File: src/ctic_consts.svh
// Constants of the command-type and I/O configuration block.
// Assumes inclusion by bare name from the package and the block.
`ifndef CTIC_CONSTS_SVH
`define CTIC_CONSTS_SVH
// Register offsets
`define CTIC_OFS_SAVE    4'h0
`define CTIC_OFS_MOTOR   4'h1
`define CTIC_OFS_CMD     4'h2
`define CTIC_OFS_GNUM    4'h3
`define CTIC_OFS_GDEN    4'h4
`define CTIC_OFS_SPEED   4'h5
`define CTIC_OFS_CFG     4'h6
`define CTIC_OFS_TUNE    4'h7
`define CTIC_OFS_STATUS  4'h8
// Reset values and limits
`define CTIC_RST_CMD     4'h1
`define CTIC_RST_GEAR    16'h03e8
`define CTIC_RST_SPEED   16'h012c
`define CTIC_MAX_SPEED   16'h0176
`define CTIC_RST_CFG     16'h03e9
`define CTIC_HEX_LIMIT   16'h270f
// Timing
`define CTIC_CLK_HZ      10000000
`define CTIC_IDLE_S      30
`define CTIC_IDLE_CYC    (`CTIC_IDLE_S * `CTIC_CLK_HZ)
`endif

File: src/ctic_pkg.sv
// Types of the command-type and I/O configuration block.
// Assumes the constants header is on the include path.
`include "ctic_consts.svh"
package ctic_pkg;
  // Input function codes
  typedef enum logic [3:0] {
    CTIC_DI_NONE   = 4'h0,
    CTIC_DI_ENABLE = 4'h1,
    CTIC_DI_ERRRST = 4'h2,
    CTIC_DI_HOMEGO = 4'h3,
    CTIC_DI_LIMP   = 4'h4,
    CTIC_DI_LIMN   = 4'h5,
    CTIC_DI_IDX0   = 4'h6,
    CTIC_DI_IDX1   = 4'h7,
    CTIC_DI_TBLGO  = 4'h8,
    CTIC_DI_HOME   = 4'h9
  } ctic_di_fn_t;
  // Output function codes
  typedef enum logic [3:0] {
    CTIC_DO_READY  = 4'h1,
    CTIC_DO_BRAKE  = 4'h2,
    CTIC_DO_POSOK  = 4'h3,
    CTIC_DO_VELOK  = 4'h4,
    CTIC_DO_ZERO   = 4'h5,
    CTIC_DO_TBLACT = 4'h6,
    CTIC_DO_ERROR  = 4'h7
  } ctic_do_fn_t;
  // Input 1..7 then output 1..5 assignments
  typedef struct packed {
    ctic_di_fn_t [7:1] din;
    ctic_do_fn_t [5:1] dout;
  } ctic_io_map_t;
  // Register port request
  typedef struct packed {
    logic [3:0]  addr;
    logic [15:0] wdata;
    logic        wr;
    logic        rd;
  } ctic_req_t;
  // Menu state
  typedef enum logic [2:0] {
    CTIC_M_LOCKED = 3'b001,
    CTIC_M_OPEN   = 3'b010,
    CTIC_M_IDLE   = 3'b100
  } ctic_menu_t;
endpackage

File: src/ctic_config.sv
// Command type selection, I/O function defaults and menu
// access control. Assumes a plain register port driven by
// a panel or host, synchronous to clk_sys_in.
//
// Local design decisions: the plain strobed port and the address map.
`timescale 1ns/1ps
`default_nettype none
`include "ctic_consts.svh"
module ctic_config #(
  parameter int unsigned IDLE_CYCLES = `CTIC_IDLE_CYC
) (
  // Clock and reset
  input  wire logic                 clk_sys_in,
  input  wire logic                 reset_in,
  // Register port
  input  wire ctic_pkg::ctic_req_t  req_in,
  output logic [15:0]               rdata_out,
  output logic                      rdata_hex_out,
  // Motor events
  input  wire logic                 motor_mismatch_in,
  input  wire logic                 motor_ext_change_in,
  // Configuration results
  output var ctic_pkg::ctic_io_map_t io_map_out,
  output logic signed [7:0]         op_mode_out,
  output logic [15:0]               gear_num_out,
  output logic [15:0]               gear_den_out,
  output logic                      gear_active_out,
  output logic [15:0]               speed_factor_out,
  output logic                      speed_active_out,
  output logic [3:0]                analog_src_out,
  output logic                      limits_off_out,
  output logic                      alarm_open_out,
  // Loop setup and persistence
  output logic [3:0]                loop_load_out,
  output logic [3:0]                loop_app_out,
  output logic                      save_pulse_out,
  output logic                      unsaved_out,
  output logic                      menu_locked_out,
  output logic                      menu_open_out
);
  import ctic_pkg::*;

  // ----------------------------------------
  // Helpers
  // ----------------------------------------

  // Decimal digit n (0 = rightmost) of a value
  function automatic logic [3:0] dig(
    input logic [15:0] v,
    input int          n
  );
    logic [15:0] q;
    q = v;
    for (int i = 0; i < 3; i++) begin
      if (i < n) begin
        q = q / 16'd10;
      end
    end
    dig = 4'((q % 16'd10));
  endfunction

  // Pulse train command types
  function automatic logic is_pulse(input logic [3:0] c);
    is_pulse = (c <= 4'h2);
  endfunction

  // Analog velocity command types
  function automatic logic is_analog(input logic [3:0] c);
    is_analog = (c == 4'h6) || (c == 4'h7);
  endfunction

  // ----------------------------------------
  // Register storage
  // ----------------------------------------
  logic [3:0]  cmd_ff;
  logic [15:0] gnum_ff;
  logic [15:0] gden_ff;
  logic [15:0] speed_ff;
  logic [15:0] cfg_ff;
  logic [15:0] motor_ff;
  logic [15:0] tune_ff;
  ctic_menu_t  menu_ff;
  ctic_menu_t  nxt_menu;
  logic [31:0] idle_cnt_ff;
  logic        locked;
  logic        wr_ok;
  logic        confirm;
  logic        wr_save;
  logic [15:0] rd_val;
  logic [15:0] speed_wr;

  assign locked  = (menu_ff == CTIC_M_LOCKED);
  assign confirm = req_in.wr &&
                   (req_in.addr == `CTIC_OFS_MOTOR);
  assign wr_save = req_in.wr &&
                   (req_in.addr == `CTIC_OFS_SAVE);
  // Locked menus accept nothing but the three safe entries
  assign wr_ok   = req_in.wr && !locked;

  // Standard motors cap the factor; larger writes saturate
  assign speed_wr = (req_in.wdata > `CTIC_MAX_SPEED) ?
                    `CTIC_MAX_SPEED : req_in.wdata;

  // Parameter registers; confirm reloads every default
  always_ff @(posedge clk_sys_in) begin
    if (reset_in || confirm) begin
      cmd_ff   <= `CTIC_RST_CMD;
      gnum_ff  <= `CTIC_RST_GEAR;
      gden_ff  <= `CTIC_RST_GEAR;
      speed_ff <= `CTIC_RST_SPEED;
      cfg_ff   <= `CTIC_RST_CFG;
    end else if (wr_ok) begin
      case (req_in.addr)
        `CTIC_OFS_CMD: begin
          cmd_ff <= req_in.wdata[3:0];
        end
        `CTIC_OFS_GNUM: begin
          gnum_ff <= req_in.wdata;
        end
        `CTIC_OFS_GDEN: begin
          gden_ff <= req_in.wdata;
        end
        `CTIC_OFS_SPEED: begin
          speed_ff <= speed_wr;
        end
        `CTIC_OFS_CFG: begin
          cfg_ff <= req_in.wdata;
        end
        default: begin
        end
      endcase
    end
  end

  // Motor type and tuning entry stay writable when locked
  always_ff @(posedge clk_sys_in) begin
    if (reset_in) begin
      motor_ff <= 16'h0000;
      tune_ff  <= 16'h0000;
    end else if (req_in.wr) begin
      if (req_in.addr == `CTIC_OFS_MOTOR) begin
        motor_ff <= req_in.wdata;
      end
      if (req_in.addr == `CTIC_OFS_TUNE) begin
        tune_ff <= req_in.wdata;
      end
    end
  end

  // ----------------------------------------
  // Menu access state
  // ----------------------------------------

  // Lock on init, mismatch or foreign motor change
  always_comb begin
    nxt_menu = menu_ff;
    case (menu_ff)
      CTIC_M_LOCKED: begin
        if (confirm) begin
          nxt_menu = CTIC_M_OPEN;
        end
      end
      CTIC_M_OPEN: begin
        if (idle_cnt_ff >= IDLE_CYCLES - 1) begin
          nxt_menu = CTIC_M_IDLE;
        end
      end
      CTIC_M_IDLE: begin
        if (req_in.wr || req_in.rd) begin
          nxt_menu = CTIC_M_OPEN;
        end
      end
      default: begin
        nxt_menu = CTIC_M_LOCKED;
      end
    endcase
    // A lock event wins over any access in the same cycle
    if (motor_mismatch_in || motor_ext_change_in) begin
      nxt_menu = CTIC_M_LOCKED;
    end
  end

  // Menu state register; reset counts as initialisation
  always_ff @(posedge clk_sys_in) begin
    if (reset_in) begin
      menu_ff <= CTIC_M_LOCKED;
    end else begin
      menu_ff <= nxt_menu;
    end
  end

  // Idle timer restarts on every access
  always_ff @(posedge clk_sys_in) begin
    if (reset_in || req_in.wr || req_in.rd ||
        menu_ff != CTIC_M_OPEN) begin
      idle_cnt_ff <= 32'h0000_0000;
    end else begin
      idle_cnt_ff <= idle_cnt_ff + 32'h0000_0001;
    end
  end

  // ----------------------------------------
  // Read port
  // ----------------------------------------

  // Hidden entries read zero while locked
  always_comb begin
    rd_val = 16'h0000;
    case (req_in.addr)
      `CTIC_OFS_MOTOR: begin
        rd_val = motor_ff;
      end
      `CTIC_OFS_TUNE: begin
        rd_val = tune_ff;
      end
      `CTIC_OFS_CMD: begin
        rd_val = locked ? 16'h0000 : {12'h000, cmd_ff};
      end
      `CTIC_OFS_GNUM: begin
        rd_val = locked ? 16'h0000 : gnum_ff;
      end
      `CTIC_OFS_GDEN: begin
        rd_val = locked ? 16'h0000 : gden_ff;
      end
      `CTIC_OFS_SPEED: begin
        rd_val = locked ? 16'h0000 : speed_ff;
      end
      `CTIC_OFS_CFG: begin
        rd_val = locked ? 16'h0000 : cfg_ff;
      end
      `CTIC_OFS_STATUS: begin
        rd_val = {13'h0000, unsaved_out,
                  menu_ff == CTIC_M_OPEN, locked};
      end
      default: begin
        rd_val = 16'h0000;
      end
    endcase
  end

  // Data stands only in the cycle after the strobe
  always_ff @(posedge clk_sys_in) begin
    if (reset_in || !req_in.rd) begin
      rdata_out     <= 16'h0000;
      rdata_hex_out <= 1'b0;
    end else begin
      rdata_out     <= rd_val;
      rdata_hex_out <= (rd_val > `CTIC_HEX_LIMIT);
    end
  end

  // ----------------------------------------
  // Command type decode
  // ----------------------------------------

  // Initial operation mode per command type
  always_ff @(posedge clk_sys_in) begin
    if (reset_in) begin
      op_mode_out <= -8'sd4;
    end else begin
      case (cmd_ff)
        4'h0, 4'h1, 4'h2: begin
          op_mode_out <= -8'sd4;
        end
        4'h6, 4'h7: begin
          op_mode_out <= -8'sd3;
        end
        4'h9: begin
          op_mode_out <= 8'sd1;
        end
        default: begin
          op_mode_out <= 8'sd0;
        end
      endcase
    end
  end

  // Analog source: 1 or 2, 0 when not analog
  always_ff @(posedge clk_sys_in) begin
    if (reset_in) begin
      analog_src_out <= 4'h0;
    end else begin
      analog_src_out <= (cmd_ff == 4'h6) ? 4'h1 :
                        (cmd_ff == 4'h7) ? 4'h2 :
                        4'h0;
    end
  end

  // Gear and speed factors pass only in matching modes
  always_ff @(posedge clk_sys_in) begin
    if (reset_in) begin
      gear_active_out  <= 1'b1;
      gear_num_out     <= `CTIC_RST_GEAR;
      gear_den_out     <= `CTIC_RST_GEAR;
      speed_active_out <= 1'b0;
      speed_factor_out <= 16'h0000;
    end else begin
      gear_active_out  <= is_pulse(cmd_ff);
      gear_num_out     <= is_pulse(cmd_ff) ? gnum_ff : 16'h0000;
      gear_den_out     <= is_pulse(cmd_ff) ? gden_ff : 16'h0000;
      speed_active_out <= is_analog(cmd_ff);
      speed_factor_out <= is_analog(cmd_ff) ? speed_ff : 16'h0000;
    end
  end

  // Digit 3 and 4 take effect immediately
  always_ff @(posedge clk_sys_in) begin
    if (reset_in) begin
      limits_off_out <= 1'b0;
      alarm_open_out <= 1'b1;
    end else begin
      limits_off_out <= (dig(cfg_ff, 2) == 4'h1);
      alarm_open_out <= (dig(cfg_ff, 3) == 4'h1);
    end
  end

  // ----------------------------------------
  // I/O function defaults
  // ----------------------------------------

  // Whole map rebuilt at once from the current command type and config,
  // so no mix of old and new assignments is ever visible
  always_ff @(posedge clk_sys_in) begin
    if (reset_in) begin
      io_map_out <= '0;
    end else begin
      io_map_out <= '0;
      if (cmd_ff != 4'h8) begin
        io_map_out.din[1] <= CTIC_DI_ENABLE;
        io_map_out.din[2] <= CTIC_DI_ERRRST;
        io_map_out.din[3] <= CTIC_DI_HOMEGO;
      end
      io_map_out.din[7] <= CTIC_DI_HOME;
      if (cmd_ff == 4'h9) begin
        io_map_out.din[4]  <= CTIC_DI_IDX0;
        io_map_out.din[5]  <= CTIC_DI_IDX1;
        io_map_out.din[6]  <= CTIC_DI_TBLGO;
        io_map_out.dout[4] <= CTIC_DO_TBLACT;
      end else begin
        // Limit inputs dropped when the config removes them
        if (dig(cfg_ff, 2) != 4'h1) begin
          io_map_out.din[4] <= CTIC_DI_LIMP;
          io_map_out.din[5] <= CTIC_DI_LIMN;
        end
        io_map_out.dout[4] <= CTIC_DO_ZERO;
      end
      io_map_out.dout[1] <= CTIC_DO_READY;
      io_map_out.dout[2] <= CTIC_DO_BRAKE;
      io_map_out.dout[3] <= is_analog(cmd_ff) ?
                            CTIC_DO_VELOK : CTIC_DO_POSOK;
      io_map_out.dout[5] <= CTIC_DO_ERROR;
    end
  end

  // ----------------------------------------
  // Save and loop setup
  // ----------------------------------------

  // Loop setup follows the digits only when saved
  always_ff @(posedge clk_sys_in) begin
    if (reset_in) begin
      loop_load_out  <= 4'h1;
      loop_app_out   <= 4'h0;
      save_pulse_out <= 1'b0;
    end else begin
      save_pulse_out <= wr_save;
      if (wr_save) begin
        loop_load_out <= dig(cfg_ff, 0);
        loop_app_out  <= dig(cfg_ff, 1);
      end
    end
  end

  // Edits stay volatile until a save; the operator must
  // save and reboot after a motor change
  always_ff @(posedge clk_sys_in) begin
    if (reset_in) begin
      unsaved_out <= 1'b0;
    end else if (wr_ok && !wr_save) begin
      unsaved_out <= 1'b1;
    end else if (wr_save) begin
      unsaved_out <= 1'b0;
    end
  end

  // Menu state shown on pins
  always_ff @(posedge clk_sys_in) begin
    if (reset_in) begin
      menu_locked_out <= 1'b1;
      menu_open_out   <= 1'b0;
    end else begin
      menu_locked_out <= (nxt_menu == CTIC_M_LOCKED);
      menu_open_out   <= (nxt_menu == CTIC_M_OPEN);
    end
  end

endmodule
`default_nettype wire

File: config.mk
export PLATFORM = sky130hd
export DESIGN_NAME = ctic_config
export DESIGN_NICKNAME = d
export VERILOG_FILES = /design/src/ctic_pkg.sv /design/src/ctic_config.sv
export VERILOG_INCLUDE_DIRS = /design/src
export SDC_FILE = /design/constraint.sdc
export NUM_CORES = 1
export LEC_CHECK = 0
export BUFFER_PORTS_ARGS = -buffer_cell sky130_fd_sc_hd__clkbuf_2
export CAP_MARGIN = 20
export CORE_MARGIN = 5
export CORE_UTILIZATION = 30
export CTS_CLUSTER_SIZE = 14
export DETAILED_ROUTE_END_ITERATION = 7
export HOLD_SLACK_MARGIN = 0.02
export PLACE_DENSITY = 0.5
export SLEW_MARGIN = 0
export SYNTH_ARGS = -nofsm -noshare
export SYNTH_HDL_FRONTEND = slang
export SYNTH_SLANG_ARGS = --single-unit
File: constraint.sdc
create_clock -name clk_sys_in -period 12.5 [get_ports clk_sys_in]
set_input_delay 0.625 -clock clk_sys_in [delete_from_list [all_inputs] [get_ports clk_sys_in]]
set_output_delay 0.625 -clock clk_sys_in [all_outputs]
set_load 0.02 [all_outputs]
# Yosys cells after proc, flatten, opt, wreduce, memory -nomap -nowiden
# Cells that the tools add are included.
[op_classes] add_sub_neg=1 div_mod_pow=9 order_cmp=4 eq_ne=23 muxes=35 bitwise_logic=2 reduce_logical=31
[ops] op="$mux W16" count=14
[ops] op="$pmux W16 S8" count=1
[ops] op="$mod A16 B4 Y16 const B" count=5
[ops] op="$div A16 B4 Y16 const B" count=4
[ops] op="$mux W48" count=1
[ops] op="$add A32 B1 Y32 const B" count=1
[ops] op="$ge A32 B29 Y1 const B" count=1
[ops] op="$mux W10" count=3
[ops] op="$eq A4 B3 Y1 const B" count=6
[ops] op="$pmux W8 S3" count=1
[ops] op="$eq A4 B1 Y1 const B" count=4
[ops] op="$gt A16 B14 Y1 const B" count=1
[ops] op="$gt A16 B9 Y1 const B" count=1
[ops] op="$mux W3" count=5
[ops] op="$mux W7" count=2
[ops] op="$reduce_and A2 Y1" count=7
[ops] op="$eq A4 B2 Y1 const B" count=3
[ops] op="$reduce_or A2 Y1" count=5
[ops] op="$pmux W3 S3" count=1
[ops] op="$eq A4 B4 Y1 const B" count=2
[ops] op="$logic_not A4 Y1" count=2
[ops] op="$logic_or A1 B1 Y1" count=8
[ops] op="$mux W4" count=2
[ops] op="$eq A3 B1 Y1 const B" count=2
[ops] op="other kinds (13)" count=23
[totals] regBits=274 out_inout_bits=141

# Longest topological paths before layout
[depth] ltp_word=11 ltp_mapped=44

# Least setup slack after synthesis
# No wires, ideal clock.
[synth_path] kind="register to register" startpoint="reg cfg_ff[14]" endpoint="reg alarm_open_out" t_arrival_ns=7.733 path_slack_ns=4.647 stages_incl_launch_ff=43 path_buffers=6 path_cell_list="dfxtp_1 > buf_4 > and4bb_4 > o31ai_4 > o221ai_2 > a31o_1 > or2_1 > o21ai_2 > buf_4 > o211ai_1 > o32ai_2 > buf_6 > nand2_2 > a41oi_4 > o21ai_1 > a221oi_2 > and2_1 > buf_6 > [... 7 more ...] > a221o_1 > o211ai_1 > nand4_1 > a222oi_1 > and2_1 > buf_2 > a21oi_1 > ha_1 > or3_1 > nand3_1 > nor3_1 > a31oi_1 > o21ai_1 > xnor2_1 > ha_1 > nand3_1 > a31oi_1 > a211o_1"
[synth_between] elab_chain_cells=8
[synth_rtl] element="start, declared" line="ctic_config.sv:79" rtl="logic [15:0] cfg_ff;"
[synth_rtl] element="start signal, assigned" line="ctic_config.sv:111" rtl="cfg_ff <= `CTIC_RST_CFG;"
[synth_rtl] element="start signal, assigned" line="ctic_config.sv:127" rtl="cfg_ff <= req_in.wdata;"
[synth_rtl] element="$div A16 B4 Y16" line="ctic_config.sv:56" rtl="q = q / 16'd10;"
[synth_rtl] element="$mux W16" line="ctic_config.sv:308" rtl="if (reset_in) begin"
[synth_rtl] element="$div A16 B4 Y16" line="ctic_config.sv:56"
[synth_rtl] element="$mux W16" line="ctic_config.sv:308"
[synth_rtl] element="$div A16 B4 Y16" line="ctic_config.sv:56"
[synth_rtl] element="$mux W16" line="ctic_config.sv:308"
[synth_rtl] element="$mod A16 B4 Y16" line="ctic_config.sv:59" rtl="dig = 4'((q % 16'd10));"
[synth_rtl] element="$eq A4 B1 Y1" line="ctic_config.sv:313" rtl="alarm_open_out <= (dig(cfg_ff, 3) == 4'h1);"
[synth_rtl] element="end signal, assigned" line="ctic_config.sv:313"
[synth_rtl] element="end, declared" line="ctic_config.sv:32" rtl="output logic alarm_open_out,"
# No other way between the ends. The select of a mux whose other input is x is not followed.
# A chain may end at the register's enable or synchronous reset.

# Worst setup path after layout
[layout_path] startpoint="reg cfg_ff[10]" endpoint="reg alarm_open_out"
# Same word-level chain as after synthesis.

==> impl_results.md <==
- DRC viols: 0
- TritonCTS sink count: roughly 230
- Unrepaired setup endpoints after global routing: no
- Antenna cells: 0
- Worst hold stages: 3
- Most frequent cells in the layout: 295 x nand2_1, 227 x dfxtp_1, 138 x clkbuf_2
- Routed wire per std cell: 17.7 um
- Rel. slew slack: 0.319
- Worst EP arrival: 10.56 ns
- Core region area: around 45000 um^2
- Worst path buffer plus inverter count: 2
- Via count: 13200
- Dpl hpwl: 31400 um
- Leakage: 5.91 nW
- Share of cells above drive strength 1: 0.159
- Measured slew at the worst slew-check pin: 1.01 ns
- Sequential cell area: 4540 um^2
- Sum Neg Setup Slack: 0 ns
- Fin crit share: 0.813
- Reg2reg end: alarm_open_out
- Endpoint of the worst hold path: motor_ff[3]
- Multi-input logic area: 8310 um^2
- Max Fclk: 98.4 MHz
- Gpl congestion: approximately 0.85
- Horiz. Die Dim: 224 um
- Row cnt: 78
- Largest net degree at the start of global routing: 55
- CP Capture Type: register
- GRT Resource Usage Total: 0.162
- Most common cell after layout, fill and taps aside: nand2_1
- Yosys warns: 0
- Pwr dens: 101 nW/um^2
- Finish-stage setup viols: 0
- Iter 0 DRT Violations: 832
- Mapped Area: approximately 14000 um^2
- Seq cells post-synth: 227
- Die area: 50300 um^2
- Critical path class: register to register
- Overall power: 1.56 mW
- Max Cap Viol: 0
- Worst path max stage delay: 0.99 ns
- Drt pass-1 iters: 6
- Critical-path maximum fanout: 29
- Die height: 224 um
- Synth top area cells: dfxtp_1 33%, nand2_1 8.0%, a21oi_1 4.6%, buf_4 3.5%, nor2_1 3.4%
- Worst reg2reg startpoint: cfg_ff[10]
- HP Start: req_in[5]
- Critical Path RT: 12.90 ns
- Leading area contributor after synthesis: dfxtp_1
- Clock Latency Late Sink: 0.52 ns
- Crit. Startpoint: cfg_ff[10]
- Htree depth: 1
- Longest Clk Path Bufs: 3
- VDD IR-drop max: around 99 uV
- Final Critical Period: 10.16 ns
- Cell mode on critical path: nand3_1
- Crit path max-delay cell type: dfxtp_1
- First-pass GRT wire length: 69000 um
- GR Overflow Total: 0
- Synthesis-to-layout area growth: 12.1%
- Gate Count Post-Synth: 1755
- Distinct cell type count after synthesis: 126
- Startpoint Class: register
- CTS Root Cell: clkbuf_16
- Status: finished clean
- Number of synthesized flops with an enable pin: 0
- Worst hold path type: input pin to register
- Clock Skew: 0.0103 ns
- Post-CTS Setup Bufs: 0
- Initial antenna violation count: 0
- Post-route ant nets: 0
- Dominant synthesized flop cell: dfxtp_1
- Yosys top cell area share: 0.330
- CTS tree: done
- I/O pin count: 167
- Internal reg-to-reg setup slack: 2.34 ns
- Fin nets: 1842
- Vias in the first global route: 12300
- Post-Route Utilization: 0.341
- Total Wirelength: 42900 um
- Delay-heaviest family, CP: compound AO/OA/AOI/OAI gates
- Port Buffers: 138
- Max-slew violation count: 0
- Register area share after synthesis: 0.330
- Fillers: 4816
- Clock Pin Slew Worst Setup and Hold Paths: 0.06 ns
- CTS buffer count: 25
- Post_cts resized: 0
- Initial Util: 0.304
- Final Hold Viols: 0
- Vias/cell: 5.44
- Ys async rst share: 0
- Synthesized area per cell: 7.85 um^2
- Worst R2R Path Depth: 37
- Hold Buf Count CTS: 0
power breakdown:
group          total [mW]  internal, mW  switching, mW  leakage, nW
Combinational      0.0737        0.0181         0.0556         3.66
Clock               0.756         0.459          0.297        0.420
Sequential          0.729         0.727        0.00199         1.83
synth_stat cells, drive strengths merged (25+ instances only):
master,number
o21ai,77
nand2,301
buf,91
nor3,49
xnor2,25
nor2,128
and3,46
nand3,69
a211oi,26
dfxtp,227
a22oi,40
and2,34
o211ai,31
inv,31
a21oi,129
clkbuf,73
final cells by class:
cell class	count	share of cell area
repair buffers	159	0.0569
well taps	600	0.0486
inverters	33	0.00802
multi-input cells	1358	0.538
clock buffers	33	0.0457
flip-flops and latches	227	0.294
clock inverters	10	0.00899
state kept, by name, indices dropped and copies added, names as in the netlist, 2 cells and up:
name / count
idle_cnt_ff: 32
cfg_ff: 16
gden_ff: 16
gear_den_out: 16
gear_num_out: 16
gnum_ff: 16
motor_ff: 16
rdata_out: 16
speed_factor_out: 16
speed_ff: 16
tune_ff: 16
io_map_out: 7
cmd_ff: 4
loop_app_out: 4
loop_load_out: 4
menu_ff: 3
analog_src_out: 2
op_mode_out: 2
cells by family after synthesis:
group,count (synthesis),synth area share
buffers and inverters,197,0.0778
xor gates and xnor gates,47,0.0310
muxes,19,0.0142
other,1,0.000272
AOI/OAI and AO/OA,504,0.271
DFF,227,0.330
and+or+nand+nor,747,0.265
adders and majority gates,13,0.0117
worst register-to-register path: cells and delay by family, from the launching register on:
| family | cells | cell delay [ns] |
|---|---|---|
| multiplexers | 1 | 0.22 |
| flip-flops | 1 | 0.99 |
| AND/OR/NAND/NOR | 14 | 2.93 |
| XOR/XNOR | 1 | 0.16 |
| AO/OA/AOI/OAI | 16 | 4.76 |
| buffers and inverters | 2 | 0.31 |
| adder cells (fa/ha/maj) | 3 | 0.68 |
metal layers:
layer,part of all wire,vias to the layer above,GRT usage
li1,-,6442,-
met1,0.44,6327,0.211
met2,0.50,339,0.287
met3,0.042,54,0.0159
met4,0.023,0,0.0418
met5,0,-,0
metrics by stage:
step / hold WS, ns / area [um^2] / std cells / setup WS (ns)
final: 0.437 / 15500 / 2420 / 2.34
after global routing: 0.432 / 15500 / 2420 / 1.23
after CTS: 0.421 / 15400 / 2419 / 2.16
after detailed placement: 0.447 / 14600 / 2376 / 2.20
after global placement: 0.442 / 14600 / 2374 / 2.44
after floorplan: 0.430 / 13900 / 1782 / 4.65
worst max path at each step:
stage	slack, ns	cells after the start	endpoint
2_1_floorplan	4.65	42	alarm_open_out
3_3_place_gp	2.44	37	alarm_open_out
3_5_place_dp	2.20	37	alarm_open_out
4_1_cts	2.16	37	alarm_open_out
5_1_grt	1.23	37	alarm_open_out
6_report	2.34	37	alarm_open_out
(Power assumes the default switching activity.)
